### src/sbl_pkg.sv
// sbl_pkg: constants for the serial boot packet loader
package sbl_pkg;
	localparam logic [7:0] ACK_BYTE        = 8'hCC;
	localparam logic [7:0] NAK_BYTE        = 8'h33;
	localparam logic [7:0] CMD_PING        = 8'h20;
	localparam logic [7:0] CMD_DOWNLOAD    = 8'h21;
	localparam logic [7:0] CMD_RUN         = 8'h22;
	localparam logic [7:0] CMD_QUERY       = 8'h23;
	localparam logic [7:0] CMD_SEND_DATA   = 8'h24;
	localparam logic [7:0] CMD_RESET       = 8'h25;
	localparam logic [7:0] LEN_PING        = 8'h03;
	localparam logic [7:0] LEN_DOWNLOAD    = 8'h0B;
	localparam logic [7:0] LEN_RUN         = 8'h07;
	localparam logic [7:0] LEN_RESET       = 8'h03;
	localparam logic [7:0] LEN_QUERY_REPLY = 8'h03;
	localparam logic [7:0] LEN_MIN         = 8'h03;
	localparam logic [7:0] LEN_MAX         = 8'h0B;
	localparam logic [7:0] STAT_SUCCESS    = 8'h40;
	localparam logic [7:0] STAT_UNKNOWN    = 8'h41;
	localparam logic [7:0] STAT_INVALID    = 8'h42;
	localparam logic [7:0] STAT_FLASH_FAIL = 8'h43;
	localparam logic [7:0] STAT_RESET_VAL  = 8'h40;
	localparam int         FIFO_DEPTH      = 8;
	localparam int         FIFO_WIDTH      = 8;
	localparam logic [1:0] IF_NONE         = 2'h0;
	localparam logic [1:0] IF_UART         = 2'h1;
	localparam logic [1:0] IF_SSI          = 2'h2;
endpackage : sbl_pkg

### src/sbl_fifo.sv
// sbl_fifo: small valid/ready byte fifo
`timescale 1ns/10ps
`default_nettype none
module sbl_fifo #(
	parameter int WIDTH = 8,
	parameter int DEPTH = 8
) (
	input  wire logic             i_clk,
	input  wire logic             i_rst_b,
	input  wire logic             i_in_valid,
	input  wire logic [WIDTH-1:0] i_in_data,
	output logic                  o_in_ready,
	output logic                  o_out_valid,
	output logic      [WIDTH-1:0] o_out_data,
	input  wire logic             i_out_ready
);
	localparam int AW = $clog2(DEPTH);
	typedef struct packed
	{
		logic [AW-1:0] wr;
		logic [AW-1:0] rd;
		logic [AW:0]   cnt;
	} sbl_fifo_st_type;
	sbl_fifo_st_type st_ff;
	sbl_fifo_st_type nxt_st;
	logic [WIDTH-1:0] mem_ff [DEPTH];
	logic push;
	logic pop;
	assign o_in_ready  = (st_ff.cnt != (AW+1)'(DEPTH));
	assign o_out_valid = (st_ff.cnt != '0);
	assign o_out_data  = mem_ff[st_ff.rd];
	assign push = i_in_valid && o_in_ready;
	assign pop  = o_out_valid && i_out_ready;
	always_comb
	begin
		nxt_st = st_ff;
		if (push)
		begin
			nxt_st.wr = st_ff.wr + 1'b1;
		end
		if (pop)
		begin
			nxt_st.rd = st_ff.rd + 1'b1;
		end
		nxt_st.cnt = st_ff.cnt + (AW+1)'(push) - (AW+1)'(pop);
	end
	always_ff @(posedge i_clk or negedge i_rst_b)
	begin
		if (!i_rst_b)
		begin
			st_ff <= '0;
		end
		else
		begin
			st_ff <= nxt_st;
		end
	end
	always_ff @(posedge i_clk)
	begin
		if (push)
		begin
			mem_ff[st_ff.wr] <= i_in_data;
		end
	end
	AST_FIFO_NO_OVERFLOW: assert property (@(posedge i_clk) disable iff (!i_rst_b)
		st_ff.cnt <= (AW+1)'(DEPTH))
		else $error("fifo full but ready");
endmodule : sbl_fifo
`default_nettype wire

### src/sbl_loader.sv
// sbl_loader: packet command interpreter of the serial loader
`timescale 1ns/10ps
`default_nettype none
// How it works
// - answer each packet with CC or 33
// - ack reflects framing only, not command
// - reply: size, checksum, then payload
// - reply bytes sent back to back
// - skip zero bytes awaiting host ack
// - first payload byte is the command
// - ping sets status success
// - query returns one-byte status packet
// - download latches address and count
// - erase whole region before ack
// - program data, advance address
// - stop programming at byte count
// - nak leaves address unchanged
// - ack before run transfer
// - ack before software reset
// - size byte counts whole packet
// - checksum sums payload only
// - ssi mode three, host clocks
// - first active interface locks out other
module sbl_loader (
	input  wire logic        i_clk,
	input  wire logic        i_rst_b,
	input  wire logic        i_uart_rx_valid,
	input  wire logic [7:0]  i_uart_rx_data,
	input  wire logic        i_ssi_rx_valid,
	input  wire logic [7:0]  i_ssi_rx_data,
	output logic             o_tx_valid,
	output logic [7:0]       o_tx_data,
	output logic [1:0]       o_tx_port,
	input  wire logic        i_tx_ready,
	output logic             o_erase_req,
	output logic [31:0]      o_erase_addr,
	output logic [31:0]      o_erase_len,
	input  wire logic        i_erase_done,
	input  wire logic        i_erase_ok,
	output logic             o_prog_req,
	output logic [31:0]      o_prog_addr,
	output logic [7:0]       o_prog_data,
	input  wire logic        i_prog_done,
	input  wire logic        i_prog_ok,
	output logic             o_run_req,
	output logic [31:0]      o_run_addr,
	output logic             o_reset_req
);
	import sbl_pkg::*;
	//----------------------------------------
	// state
	//----------------------------------------
	typedef enum logic [3:0] {
		ST_SIZE  = 4'b0000,
		ST_SUM   = 4'b0001,
		ST_DATA  = 4'b0010,
		ST_ERASE = 4'b0011,
		ST_ANS   = 4'b0100,
		ST_PROG  = 4'b0101,
		ST_REP   = 4'b0110,
		ST_HACK  = 4'b0111,
		ST_DONE  = 4'b1000
	} sbl_state_type;
	typedef struct packed
	{
		sbl_state_type st;
		logic [1:0]    port;
		logic [7:0]    len;
		logic [7:0]    sum;
		logic [7:0]    calc;
		logic [3:0]    idx;
		logic [7:0]    cmd;
		logic [31:0]   p0;
		logic [31:0]   p1;
		logic [63:0]   dbuf;
		logic [31:0]   addr;
		logic [31:0]   remain;
		logic          dl_ok;
		logic [7:0]    status;
		logic [7:0]    ans;
		logic          ans_v;
		logic [1:0]    rep_i;
		logic          erase_req;
		logic          prog_req;
		logic [3:0]    prog_n;
		logic [7:0]    pdata;
		logic          run_req;
		logic          reset_req;
	} sbl_loader_st_type;
	sbl_loader_st_type st_ff;
	sbl_loader_st_type nxt_st;
	//----------------------------------------
	// receive path
	//----------------------------------------
	logic       rx_v;
	logic [7:0] rx_d;
	logic       fifo_in_ready;
	logic       q_valid;
	logic [7:0] q_data;
	logic       q_ready;
	always_comb
	begin
		rx_v = 1'b0;
		rx_d = 8'h00;
		if ((st_ff.port != IF_SSI) && i_uart_rx_valid)
		begin
			rx_v = 1'b1;
			rx_d = i_uart_rx_data;
		end
		else if ((st_ff.port != IF_UART) && i_ssi_rx_valid)
		begin
			rx_v = 1'b1;
			rx_d = i_ssi_rx_data;
		end
	end
	sbl_fifo #(
		.WIDTH (FIFO_WIDTH),
		.DEPTH (FIFO_DEPTH)
	) u_fifo (
		.i_clk       (i_clk),
		.i_rst_b     (i_rst_b),
		.i_in_valid  (rx_v),
		.i_in_data   (rx_d),
		.o_in_ready  (fifo_in_ready),
		.o_out_valid (q_valid),
		.o_out_data  (q_data),
		.i_out_ready (q_ready)
	);
	assign q_ready = (st_ff.st == ST_SIZE) || (st_ff.st == ST_SUM)
		|| (st_ff.st == ST_DATA) || (st_ff.st == ST_HACK);
	//----------------------------------------
	// next state
	//----------------------------------------
	always_comb
	begin
		nxt_st = st_ff;
		nxt_st.erase_req = 1'b0;
		nxt_st.prog_req = 1'b0;
		if (st_ff.port == IF_NONE)
		begin
			if (i_uart_rx_valid)
			begin
				nxt_st.port = IF_UART;
			end
			else if (i_ssi_rx_valid)
			begin
				nxt_st.port = IF_SSI;
			end
		end
		case (st_ff.st)
			ST_SIZE:
			begin
				if (q_valid && (q_data >= LEN_MIN) && (q_data <= LEN_MAX))
				begin
					nxt_st.len = q_data;
					nxt_st.idx = 4'h0;
					nxt_st.calc = 8'h00;
					nxt_st.st = ST_SUM;
				end
			end
			ST_SUM:
			begin
				if (q_valid)
				begin
					nxt_st.sum = q_data;
					nxt_st.st = ST_DATA;
				end
			end
			ST_DATA:
			begin
				if (q_valid)
				begin
					nxt_st.calc = st_ff.calc + q_data;
					nxt_st.idx = st_ff.idx + 4'h1;
					if (st_ff.idx == 4'h0)
					begin
						nxt_st.cmd = q_data;
					end
					else if (st_ff.idx < 4'h5)
					begin
						nxt_st.p0 = {st_ff.p0[23:0], q_data};
					end
					else
					begin
						nxt_st.p1 = {st_ff.p1[23:0], q_data};
					end
					if (st_ff.idx != 4'h0)
					begin
						nxt_st.dbuf = {st_ff.dbuf[55:0], q_data};
					end
					if ({4'h0, st_ff.idx} == st_ff.len - 8'h03)
					begin
						nxt_st.ans_v = 1'b1;
						nxt_st.st = ST_ANS;
						if ((st_ff.calc + q_data) != st_ff.sum)
						begin
							nxt_st.ans = NAK_BYTE;
						end
						else
						begin
							nxt_st.ans = ACK_BYTE;
							if ((st_ff.idx == 4'h0) && (q_data == CMD_PING))
							begin
								nxt_st.status = STAT_SUCCESS;
							end
							else if ((st_ff.idx == 4'h8) && (st_ff.cmd == CMD_DOWNLOAD))
							begin
								nxt_st.ans_v = 1'b0;
								nxt_st.erase_req = 1'b1;
								nxt_st.st = ST_ERASE;
							end
							else if ((st_ff.idx != 4'h0) && (st_ff.cmd == CMD_SEND_DATA))
							begin
								if (st_ff.dl_ok)
								begin
									nxt_st.prog_n = st_ff.idx;
								end
								else
								begin
									nxt_st.status = STAT_INVALID;
								end
							end
							else if ((st_ff.idx == 4'h4) && (st_ff.cmd == CMD_RUN))
							begin
								nxt_st.status = STAT_SUCCESS;
							end
							else if ((st_ff.idx == 4'h0) && (q_data == CMD_RESET))
							begin
								nxt_st.status = STAT_SUCCESS;
							end
							else if (!((st_ff.idx == 4'h0) && (q_data == CMD_QUERY)))
							begin
								nxt_st.status = STAT_UNKNOWN;
							end
						end
					end
				end
			end
			ST_ERASE:
			begin
				if (i_erase_done)
				begin
					nxt_st.addr = st_ff.p0;
					nxt_st.remain = st_ff.p1;
					nxt_st.dl_ok = i_erase_ok;
					nxt_st.status = i_erase_ok ? STAT_SUCCESS : STAT_FLASH_FAIL;
					nxt_st.ans = ACK_BYTE;
					nxt_st.ans_v = 1'b1;
					nxt_st.st = ST_ANS;
				end
			end
			ST_ANS:
			begin
				if (i_tx_ready)
				begin
					nxt_st.ans_v = 1'b0;
					nxt_st.st = ST_SIZE;
					if (st_ff.ans == ACK_BYTE)
					begin
						if (st_ff.cmd == CMD_QUERY)
						begin
							nxt_st.rep_i = 2'd0;
							nxt_st.ans_v = 1'b1;
							nxt_st.st = ST_REP;
						end
						else if ((st_ff.cmd == CMD_SEND_DATA) && (st_ff.prog_n != 4'h0))
						begin
							nxt_st.st = ST_PROG;
							nxt_st.status = STAT_SUCCESS;
						end
						else if ((st_ff.cmd == CMD_RUN) && (st_ff.len == LEN_RUN))
						begin
							nxt_st.run_req = 1'b1;
							nxt_st.st = ST_DONE;
						end
						else if ((st_ff.cmd == CMD_RESET) && (st_ff.len == LEN_RESET))
						begin
							nxt_st.reset_req = 1'b1;
							nxt_st.st = ST_DONE;
						end
					end
				end
			end
			ST_PROG:
			begin
				if ((st_ff.prog_n == 4'h0) || (st_ff.remain == 32'h0000_0000))
				begin
					nxt_st.prog_n = 4'h0;
					nxt_st.st = ST_SIZE;
				end
				else if (st_ff.prog_req && i_prog_done)
				begin
					nxt_st.addr = st_ff.addr + 32'h0000_0001;
					nxt_st.remain = st_ff.remain - 32'h0000_0001;
					nxt_st.prog_n = st_ff.prog_n - 4'h1;
					if (!i_prog_ok)
					begin
						nxt_st.status = STAT_FLASH_FAIL;
					end
				end
				else
				begin
					nxt_st.prog_req = 1'b1;
					nxt_st.pdata = 8'(st_ff.dbuf >> {st_ff.prog_n - 4'h1, 3'b000});
				end
			end
			ST_REP:
			begin
				if (i_tx_ready)
				begin
					nxt_st.rep_i = st_ff.rep_i + 2'd1;
					if (st_ff.rep_i == 2'd2)
					begin
						nxt_st.ans_v = 1'b0;
						nxt_st.st = ST_HACK;
					end
				end
			end
			ST_HACK:
			begin
				if (q_valid && (q_data != 8'h00))
				begin
					nxt_st.st = ST_SIZE;
				end
			end
			ST_DONE:
			begin
				nxt_st.st = ST_DONE;
			end
			default:
			begin
				nxt_st.st = ST_SIZE;
			end
		endcase
	end
	always_ff @(posedge i_clk or negedge i_rst_b)
	begin
		if (!i_rst_b)
		begin
			st_ff <= '0;
			st_ff.status <= STAT_RESET_VAL;
		end
		else
		begin
			st_ff <= nxt_st;
		end
	end
	//----------------------------------------
	// outputs
	//----------------------------------------
	logic [7:0]  tx_data_ff;
	logic [7:0]  nxt_tx_data;
	always_comb
	begin
		case (st_ff.rep_i)
			2'd0:    nxt_tx_data = LEN_QUERY_REPLY;
			default: nxt_tx_data = st_ff.status;
		endcase
		if (nxt_st.st == ST_ANS)
		begin
			nxt_tx_data = nxt_st.ans;
		end
		else if (nxt_st.st == ST_REP)
		begin
			nxt_tx_data = (nxt_st.rep_i == 2'd0) ? LEN_QUERY_REPLY : st_ff.status;
		end
	end
	always_ff @(posedge i_clk or negedge i_rst_b)
	begin
		if (!i_rst_b)
		begin
			tx_data_ff <= 8'h00;
		end
		else
		begin
			tx_data_ff <= nxt_tx_data;
		end
	end
	assign o_tx_valid   = st_ff.ans_v;
	assign o_tx_data    = tx_data_ff;
	assign o_tx_port    = st_ff.port;
	assign o_erase_req  = st_ff.erase_req;
	assign o_erase_addr = st_ff.p0;
	assign o_erase_len  = st_ff.p1;
	assign o_prog_req   = st_ff.prog_req;
	assign o_prog_addr  = st_ff.addr;
	assign o_prog_data  = st_ff.pdata;
	assign o_run_req    = st_ff.run_req;
	assign o_run_addr   = st_ff.p0;
	assign o_reset_req  = st_ff.reset_req;
	//----------------------------------------
	// checks
	//----------------------------------------
	AST_ANS_BYTE: assert property (@(posedge i_clk) disable iff (!i_rst_b)
		(st_ff.st == ST_ANS) |-> ((o_tx_data == ACK_BYTE) || (o_tx_data == NAK_BYTE)))
		else $error("answer byte not ack or nak");
	AST_RUN_AFTER_ACK: assert property (@(posedge i_clk) disable iff (!i_rst_b)
		$rose(o_run_req) |-> $past(st_ff.st) == ST_ANS)
		else $error("run without ack");
	AST_RESET_AFTER_ACK: assert property (@(posedge i_clk) disable iff (!i_rst_b)
		$rose(o_reset_req) |-> $past(st_ff.st) == ST_ANS)
		else $error("reset without ack");
	AST_NAK_KEEPS_ADDR: assert property (@(posedge i_clk) disable iff (!i_rst_b)
		(st_ff.st == ST_ANS && o_tx_data == NAK_BYTE) |=> $stable(st_ff.addr))
		else $error("address moved on nak");
	AST_REPLY_CONSEC: assert property (@(posedge i_clk) disable iff (!i_rst_b)
		(st_ff.st == ST_REP) |-> o_tx_valid)
		else $error("gap in reply");
	AST_REPLY_SIZE: assert property (@(posedge i_clk) disable iff (!i_rst_b)
		(st_ff.st == ST_REP && st_ff.rep_i == 2'd0) |-> o_tx_data == LEN_QUERY_REPLY)
		else $error("reply does not start with size");
	AST_ERASE_BEFORE_ACK: assert property (@(posedge i_clk) disable iff (!i_rst_b)
		o_erase_req |=> (st_ff.st == ST_ERASE) && !o_tx_valid)
		else $error("ack before erase");
	AST_LOCKOUT: assert property (@(posedge i_clk) disable iff (!i_rst_b)
		(st_ff.port == IF_UART) |=> (st_ff.port == IF_UART))
		else $error("interface lock lost");
	AST_RX_NO_DROP: assert property (@(posedge i_clk) disable iff (!i_rst_b)
		rx_v |-> fifo_in_ready)
		else $error("receive byte dropped");
	COV_PING: cover property (@(posedge i_clk) st_ff.st == ST_ANS && st_ff.cmd == CMD_PING);
	COV_QUERY: cover property (@(posedge i_clk) st_ff.st == ST_HACK);
	COV_PROG: cover property (@(posedge i_clk) o_prog_req);
	COV_RUN: cover property (@(posedge i_clk) o_run_req);
endmodule : sbl_loader
`default_nettype wire

### config.mk
export PLATFORM = sky130hd
export DESIGN_NAME = sbl_loader
export DESIGN_NICKNAME = d
export VERILOG_FILES = /design/src/sbl_pkg.sv /design/src/sbl_fifo.sv /design/src/sbl_loader.sv
export SDC_FILE = /design/constraint.sdc
export NUM_CORES = 1
export LEC_CHECK = 0
export BUFFER_PORTS_ARGS = -buffer_cell sky130_fd_sc_hd__buf_4
export CORE_ASPECT_RATIO = 0.6
export CORE_MARGIN = 2
export CORE_UTILIZATION = 50
export CTS_CLUSTER_DIAMETER = 80
export DETAILED_ROUTE_END_ITERATION = 7
export PLACE_DENSITY = 0.72
export SLEW_MARGIN = 25
export SYNTH_ARGS = -nofsm -noshare
export SYNTH_HDL_FRONTEND = slang
export SYNTH_SLANG_ARGS = --single-unit
### constraint.sdc
create_clock -name i_clk -period 4.4 [get_ports i_clk]
set_input_delay 0.88 -clock i_clk [delete_from_list [all_inputs] [get_ports i_clk]]
set_output_delay 0.88 -clock i_clk [all_outputs]
set_load 0.1 [all_outputs]
# == Word-level counts from Yosys, hierarchy flattened ==
# Memories as Yosys holds them, arrays and structs flattened.
# Index checks and enable logic that the tools add are counted.
# totals
elab_cells,248
n_memories,1
regBits,288
output_inout_bits,151
ramBits,64
inputBits,25
# classes
n_eq_ne,51
reduce_logical,54
n_shift,1
mux,93
bitwise_logic,7
add_sub_neg,11
order_cmp,3
# mem_list
name,depth,word_bits,read_ports,rd_ports_with_merged_regs,wr,line_no,source
u_fifo.mem_ff,8,8,1,0,1,sbl_fifo.sv:26,logic [WIDTH-1:0] mem_ff [DEPTH];
# ops
cell,count
$mux 64,4
$mux 8,23
$mux 148,1
$pmux 64 s2,1
$mux 4,24
$mux 82,1
$eq 8x6->1 const B,8
$mux 32,2
$shr 64x7->8,1
$pmux 4 s9,1
$mux 17,2
$add 32x1->32 const B,1
$logic_not 32->1,1
$ne 2x2->1 const B,16
$pmux 8 s4,1
$sub 32x1->32 const B,1
$eq 4x3->1 const B,7
$pmux 12 s2,1
$mux 3,7
$reduce_bool 4->1,5
$logic_and 1x1->1,17
$mux 1,17
$pmux 8 s2,1
$reduce_and 15->1,1
41 further kinds,76

# == Depth between registers and ports, before layout ==
# Gate-level depths: netlist of the first run.
# An unclocked memory read counts as a cell.
# logic_depth
depth_word,14
depth_mapped,17
ltp_nobuf,15

# == Cells and area by module ==
# A second synthesis of the first run with hierarchy kept.
# hier_totals
cells_unflattened,1621
hier_area_um2,17982.2
# modules_own_cells
mod,cells_per_inst,seq_area_each_um2,area_per_inst_um2,n_inst
sbl_loader,1473,6832.8,14925.6,1
sbl_fifo,148,2172.1,3056.7,1

# == Least setup slack after synthesis of the first run ==
# No wires, ideal clock.
# synth_path
path_kind,flip-flop to flip-flop
from,register u_fifo.st_ff[4] in the netlist's numbering
to,register tx_data_ff[0] (netlist: o_tx_data[0])
setup_ns,0.121
arrival_ns,3.988
period_less_slack_ns,4.109
stages_incl_launch_ff,16
t_required_ns,4.279
setup_slack_ns,0.291
n_path_buf,3
cell_sequence,dfrtp_1 > buf_6 > buf_12 > mux4_2 > mux2i_1 > buf_2 > inv_1 > ha_1 > a21o_1 > a211oi_1 > xnor3_1 > nor4_1 > or4bb_1 > nand3b_2 > mux2_4 > o22a_1
# synth_between
elab_chain_len,11
word_cells_on_any_way,26
cone_classes,add/sub: 1; order compare: 2; eq/ne: 4; mux: 13; reduce/logical: 5; memory: 1
# synth_rtl
element,line_no,source
from (decl),sbl_fifo.sv:24,sbl_fifo_st_type st_ff;
from (signal assigned),sbl_fifo.sv:55,st_ff <= nxt_st;
$mem_v2 8x8 *,-,
via q_data[3],sbl_loader.sv:99,logic [7:0] q_data;
branches (longest 9 deep; another with $add 8x8->8),-,
$mux 8 *,sbl_loader.sv:359,if (nxt_st.st == ST_ANS)
via nxt_tx_data[0],sbl_loader.sv:352,logic [7:0] nxt_tx_data;
to (signal assigned),sbl_loader.sv:376,tx_data_ff <= nxt_tx_data;
to (decl),sbl_loader.sv:351,logic [7:0] tx_data_ff;
# Mark *: on every way through the listed nets, which the timed path passes. The select of a mux whose other input is x is not followed.
# A chain may end at the register's enable or synchronous reset.

# == Worst setup path in the final report of the first run ==
# Same ends and word-level chain as after synthesis.

==> reports/metrics.yaml, run 1 <==
wl_per_cell_um: 20.92
die_h_um: 150.7
dieArea_um2: 37460
cp_common_cell: "inv_1"
slew_headroom_pct: 32.54
crit_family: "simple AND/OR/NAND/NOR gates"
fin_hold_ws_ns: 0.3599
crit_path_start_kind: "flop"
ys.flop_type: "dfrtp_1"
cpMaxStageDelayCell: "mux4_1"
antenna_cells: 0
synth-edff-count: 64
clock_path_buffers: 3
die_w_um: 248.5
synth_area_um2: 17940
synth_compound_area_share_pct: 13.47
drtAntennaViolNets: 0
worstPathRequired_ns: 4.81
synth_fa_ha_area_share_pct: 2.037
yosys.area_share.xor_xnor_pct: 1.639
grt_pass1_vias: 12620
dr.pass1.iters: 6
syn_avg_cell_area_um2: 10.65
synth.area.top_cells: "dfrtp_1 39%, edfxtp_1 11%, mux2_2 6.7%"
setup_slack_ns: 0.2073
core_um2: 35150
yosysSeqAreaShare_pct: 50.20
cp_max_fo: 10
synth_top_area_share_pct: 39.34
skew_ns: 0.01954
setup_viol_count_final: 0
hp-class: "input pin to async pin"
endpoint_kind: "flop"
ys_warn_count: 0
drt_iter0_markers: 1496
final-max-slew-violation-count: 0
cp.depth: 17
synthSimpleGateAreaFrac_pct: 11.26
crit_buf_inv: 4
r2r_cells: 17
path_class: "flop to flop"
yosysTopAreaCell: "dfrtp_1"
io_buffers: 175
root_buffer: "clkbuf_16"
worst_pin_slew_ns: 1.005
synth-seq-cells: 347
nets: 1763
fin_crit_sh_pct: 95.29
cts.sinks: 347
drc: 0
dr_total_vias: 13180
synthMuxAreaShare_pct: 12.37
n_fill_cell: 2939
gp_congestion: 0.9075
period_needed_ns: 4.193
antenna_found_initial: 0
path_cells: "buf_6 -> mux4_1 -> mux2i_1 -> inv_1 -> ha_1 -> inv_1 -> fa_1 -> nor2b_1 -> o21ai_0 -> nand2b_1 -> xnor2_1 -> nor4_4 -> buf_4 -> or4bb_1 -> nand3b_2 -> mux2_4 -> o22a_1"
dp_hpwl_um: 31970
slowest_delay_ns: 0.57
syn2layout_area_growth_pct: 11.73
place_ws_ns: 0.009190
syn_nets: 1737
clk_latency_ns: 0.53
h-tree-depth: 2
finalWirelength_um: 46020
cp_data_arrival_time_ns: 4.60
initial_utilization_pct: 51.04
via_per_inst: 5.992
rsz0062_at_grt: "no"
io_pins: 176
grt_first_pass_wirelength_um: 71790
track_usage_pct: 24.41
async_flop_share_pct: 81.56
hold_viol_final: 0
drv_cap: 0
drive_gt1_share_pct: 25.56
grt-ovfl-total: 0
synth_cell_types: 83
rows: 53
clk_pin_slew_ns: 0.06
fmax_mhz: 238.5
cts_tree: "yes"
grt_max_degree: 106
synth_top_family_by_area: "compound AO/OA/AOI/OAI gates"
status: "finished, final reports clean"
numCtsBuffers: 35
syn_inst: 1684
final.setup.tns_ns: 0
==> cell usage in the layout, fill, tap and decap left out, types with 9 or more instances in the layout <==
cell / count
a21oi_1: 111
a22oi_1: 17
a311oi_1: 10
a31oi_1: 19
and2_1: 10
and3_1: 12
buf_4: 213
clkbuf_1: 9
clkbuf_16: 37
dfrtp_1: 281
edfxtp_1: 64
ha_1: 26
inv_1: 52
mux2_2: 107
mux2i_1: 11
mux4_2: 30
nand2_1: 151
nand2b_1: 10
nand3_1: 28
nand4_1: 14
nor2_1: 107
nor2b_1: 11
nor3_1: 36
nor4_1: 11
o21ai_0: 151
o22ai_1: 10
o31ai_1: 13
xnor2_1: 15
xor2_1: 15
==> final timing paths <==
kind / start / slack [ns] / to
setup / recovery: u_fifo.st_ff[4]$_DFFE_PN0P_ / 0.21 / o_tx_data[0]$_DFF_PN0_
hold / removal: i_rst_b / 0.36 / st_ff[17]$_DFF_PN0_
setup reg to reg: u_fifo.st_ff[4]$_DFFE_PN0P_ / 0.21 / o_tx_data[0]$_DFF_PN0_
hold reg to reg: o_run_req$_DFFE_PN0P_ / 0.48 / o_run_req$_DFFE_PN0P_
max in group asynchronous: i_rst_b / 3.06 / st_ff[44]$_DFFE_PN0P_
min in group i_clk: o_run_req$_DFFE_PN0P_ / 0.48 / o_run_req$_DFFE_PN0P_
==> per-layer routing <==
layer	part of all wire, %	track usage [%]	vias up	wire length (um)
li1	-	-	5953	-
met1	46	37.08	6686	21390
met2	45	36.94	488	20730
met3	7.0	4.063	56	3221
met4	1.5	5.060	0	668
met5	0	0	-	0
==> synthesized netlist by cell type (all sizes together), types with 11 or more instances <==
master	n
dfrtp	282
buf	153
o21ai	152
nand2	151
a21oi	113
mux2	113
nor2	111
clkbuf	78
edfxtp	64
inv	53
nor3	39
mux4	32
nand3	29
ha	26
a31oi	19
a22oi	17
mux2i	16
xnor2	16
xor2	15
nand4	14
a311oi	13
nor4	13
o31ai	13
and3	12
nor2b	11
==> final cells by class <==
type	count	area, um^2	area share [%]
Clock buffer	50	1015	5.063
Timing Repair Buffer	220	1725	8.608
Clock inverter	10	105.1	0.5244
Inverter	53	198.9	0.9926
Sequential cell	347	9006	44.93
Multi-Input combinational cell	1053	7408	36.96
Tap cell	467	584.3	2.915
==> flip-flops by register name (all words and copies together), names as in the netlist <==
signal / count
st_ff: 154
u_fifo.mem_ff: 64
o_erase_addr: 32
o_erase_len: 32
o_prog_addr: 32
u_fifo.st_ff: 10
o_prog_data: 8
o_tx_data: 8
o_tx_port: 2
o_erase_req: 1
o_prog_req: 1
o_reset_req: 1
o_run_req: 1
o_tx_valid: 1
==> repair_timing <==
action	in CTS	in global routing
hold buffers	0	0
hold endpoints to repair	0	0
pin swaps	0	0
setup buffers	0	0
resized for setup	1	5
endpoints found under the setup margin	2	13
gates cloned	0	0
==> metrics by stage <==
stage	utilization [%]	instance area, um^2	std cells
6_report	57.03	20040	2200
5_1_grt	57.03	20040	2200
4_1_cts	56.90	20000	2200
3_5_place_dp	53.71	18880	2140
3_3_place_gp	53.70	18870	2140
2_1_floorplan	-	17940	1684
==> cell families after synthesis <==
kind of cell	after synthesis
AO/OA/AOI/OAI	402
XOR/XNOR	32
adder cells (fa/ha/maj)	28
flip-flops	347
AND/OR/NAND/NOR	430
buffers and inverters	284
multiplexers	161
Power of run 1 is left out: the tool's default activity adds up to more than one toggle a clock period on the data nets, which glitch-free logic cannot reach.
==> run 2: changes to the inputs <==
GPL_TIMING_DRIVEN = 0   (was unset)
clock period = 3.5 ns   (was 4.4 ns; I/O delays follow)
==> reports/metrics.yaml, run 2 (same netlist as run 1, synthesis figures left out) <==
die_w_um: 248.5  # unchanged
violations: "setup timing"
worstPathRequired_ns: 3.91  # was 4.81 ns
dr_total_vias: 14340  # was 13.18k
drive_gt1_share_pct: 32.79  # was 25.56%
wl_met2_um: 22750  # was 20730 um
hp-class: "input pin to async pin"  # unchanged
final_cell_mix: "337 x buf_4, 281 x dfrtp_1, 150 x nand2_1"  # was 281 x dfrtp_1, 213 x buf_4, 151 x nand2_1, 151 x o21ai_0, 111 x a21oi_1
via_per_inst: 5.927  # was 5.992
io_pins: 176  # unchanged
fmax_mhz: 240.5  # was 238.5 MHz
drt_iter0_markers: 1484  # was 1496
cts_tree: "yes"  # unchanged
slowest_delay_ns: 0.53  # was 0.57 ns
final_area_um2: 21750  # was 20040 um^2
die_h_um: 150.7  # unchanged
dieArea_um2: 37460  # unchanged
grt_first_pass_wirelength_um: 78960  # was 71790 um
slew_headroom_pct: 33.26  # was 32.54%
r2r_cells: 15  # was 17
track_usage_pct: 26.80  # was 24.41%
initial_utilization_pct: 51.04  # unchanged
antenna_cells: 0  # unchanged
crit_path_start_kind: "flop"  # unchanged
dp_hpwl_um: 35810  # was 31970 um
clk_pin_slew_ns: 0.06  # about the same
drv_cap: 0  # unchanged
cpMaxStageDelayCell: "or4bb_4"  # was mux4_1
drc: 0  # unchanged
hold_viol_final: 0  # unchanged
core_um2: 35150  # unchanged
finalWirelength_um: 50650  # was 46020 um
grt_pass1_vias: 13610  # was 12.62k
drtAntennaViolNets: 0  # unchanged
largest_register_ffs: 154  # unchanged
endpoint_kind: "flop"  # unchanged
setup_viol_count_final: 28  # was 0
io_buffers: 174  # was 175
highest_layer: "met4"  # unchanged
syn2layout_area_growth_pct: 21.27  # was 11.73%
rsz0062_at_grt: "yes"  # was no
gp_congestion: 0.9546  # was 0.9075
nets: 1979  # was 1763
antenna_found_initial: 0  # unchanged
period_needed_ns: 4.157  # was 4.193 ns
worst_pin_slew_ns: 0.9935  # was 1.005 ns
h-tree-depth: 2  # unchanged
numCtsBuffers: 35  # unchanged
fin_hold_ws_ns: 0.1364  # was 0.3599 ns
reg_top3: "st_ff: 154 flops, u_fifo.mem_ff: 64 flops"  # unchanged
largest_register: "st_ff"  # unchanged
route.layer.met1.wl_um: 22610  # was 21390 um
crit_family: "simple AND/OR/NAND/NOR gates"  # unchanged
root_buffer: "clkbuf_16"  # unchanged
final-max-slew-violation-count: 0  # unchanged
wl_per_cell_um: 20.94  # was 20.92 um
status: "complete, but fails checks"  # was finished, final reports clean
rows: 53  # unchanged
skew_ns: 0.02541  # was 0.01954 ns
placed_cell_area_um2: 20100  # was 18880 um^2
cts.sinks: 347  # unchanged
cp_max_fo: 7  # was 10
clock_path_buffers: 3  # unchanged
clk_latency_ns: 0.54  # was 0.53 ns
path_class: "flop to flop"  # unchanged
cp_data_arrival_time_ns: 4.56  # was 4.60 ns
cp.depth: 15  # was 17
grt-ovfl-total: 0  # unchanged
fin_crit_sh_pct: 118.8  # was 95.29%
setup_slack_ns: -0.6575  # was 0.2073 ns
grt_max_degree: 75  # was 106
crit_buf_inv: 4  # unchanged
dr.pass1.iters: 6  # unchanged
final_common_cell: "buf_4"  # was dfrtp_1
wl_met3_um: 4276  # was 3221 um
path_cells: "buf_6 -> buf_12 -> mux4_2 -> mux2i_4 -> inv_2 -> ha_2 -> inv_1 -> fa_2 -> xor2_1 -> nand3_1 -> nor4_4 -> or4bb_4 -> nand3b_4 -> mux2_4 -> o22a_1"  # was buf_6 -> mux4_1 -> mux2i_1 -> inv_1 -> ha_1 -> inv_1 -> fa_1 -> nor2b_1 -> o21ai_0 -> nand2b_1 -> xnor2_1 -> nor4_4 -> buf_4 -> or4bb_1 -> nand3b_2 -> mux2_4 -> o22a_1
==> run 2: metal layers <==
metal  vias to the layer above  global-route usage, %
li1                       6430                      -
met1                      7125                  39.80
met2                       703                  40.79
met3                        80                  4.841
met4                         0                  6.886
met5                         -                      0
==> run 2: final cells by class <==
class | count | area [um^2]
Sequential cell | 347 | 9006
Inverter | 53 | 198.9
Multi-Input combinational cell | 1053 | 7714
Buffer | 229 | 1460
Timing Repair Buffer | 207 | 1649
Clock buffer | 51 | 1007
Tap cell | 467 | 584.3
Clock inverter | 12 | 135.1
Fill cell | 2839 | 13390
==> run 2: worst paths after layout <==
kind	startpoint	end	slack, ns
worst max-delay path	u_fifo.st_ff[4]$_DFFE_PN0P_	o_tx_data[1]$_DFF_PN0_	-0.66
worst min-delay path	i_rst_b	o_erase_len[22]$_DFFE_PN0P_	0.14
worst max register to register	u_fifo.st_ff[4]$_DFFE_PN0P_	o_tx_data[1]$_DFF_PN0_	-0.66
worst min register to register	o_prog_data[0]$_DFFE_PN0P_	o_prog_data[0]$_DFFE_PN0P_	0.48
max in group asynchronous	i_rst_b	st_ff[141]$_DFFE_PN0P_	2.56
min in group i_clk	i_erase_ok	st_ff[35]$_DFFE_PN0P_	0.40
==> run 2: per-stage QoR <==
| stage | util [%] | std cells | worst slack (ns) | TNS (ns) |
|---|---|---|---|---|
| floorplan | - | 1684 | -0.3421 | -1.705 |
| global placement | 56.83 | 2325 | -1.229 | -298.73 |
| detailed placement | 57.20 | 2328 | -1.310 | -80.41 |
| CTS | 61.31 | 2407 | -0.7210 | -9.668 |
| global route | 61.90 | 2419 | -0.7803 | -13.07 |
| finish | 61.90 | 2419 | -0.6575 | -9.323 |
==> run 2: timing repair <==
item,4_1_cts,5_1_grt
setup endpoints to repair,102,157
resized for setup,47,21
buffers inserted,17,13
hold buffers,0,0
cloned,0,0
pin swaps,18,19
Power of run 2 is left out for the same reason.
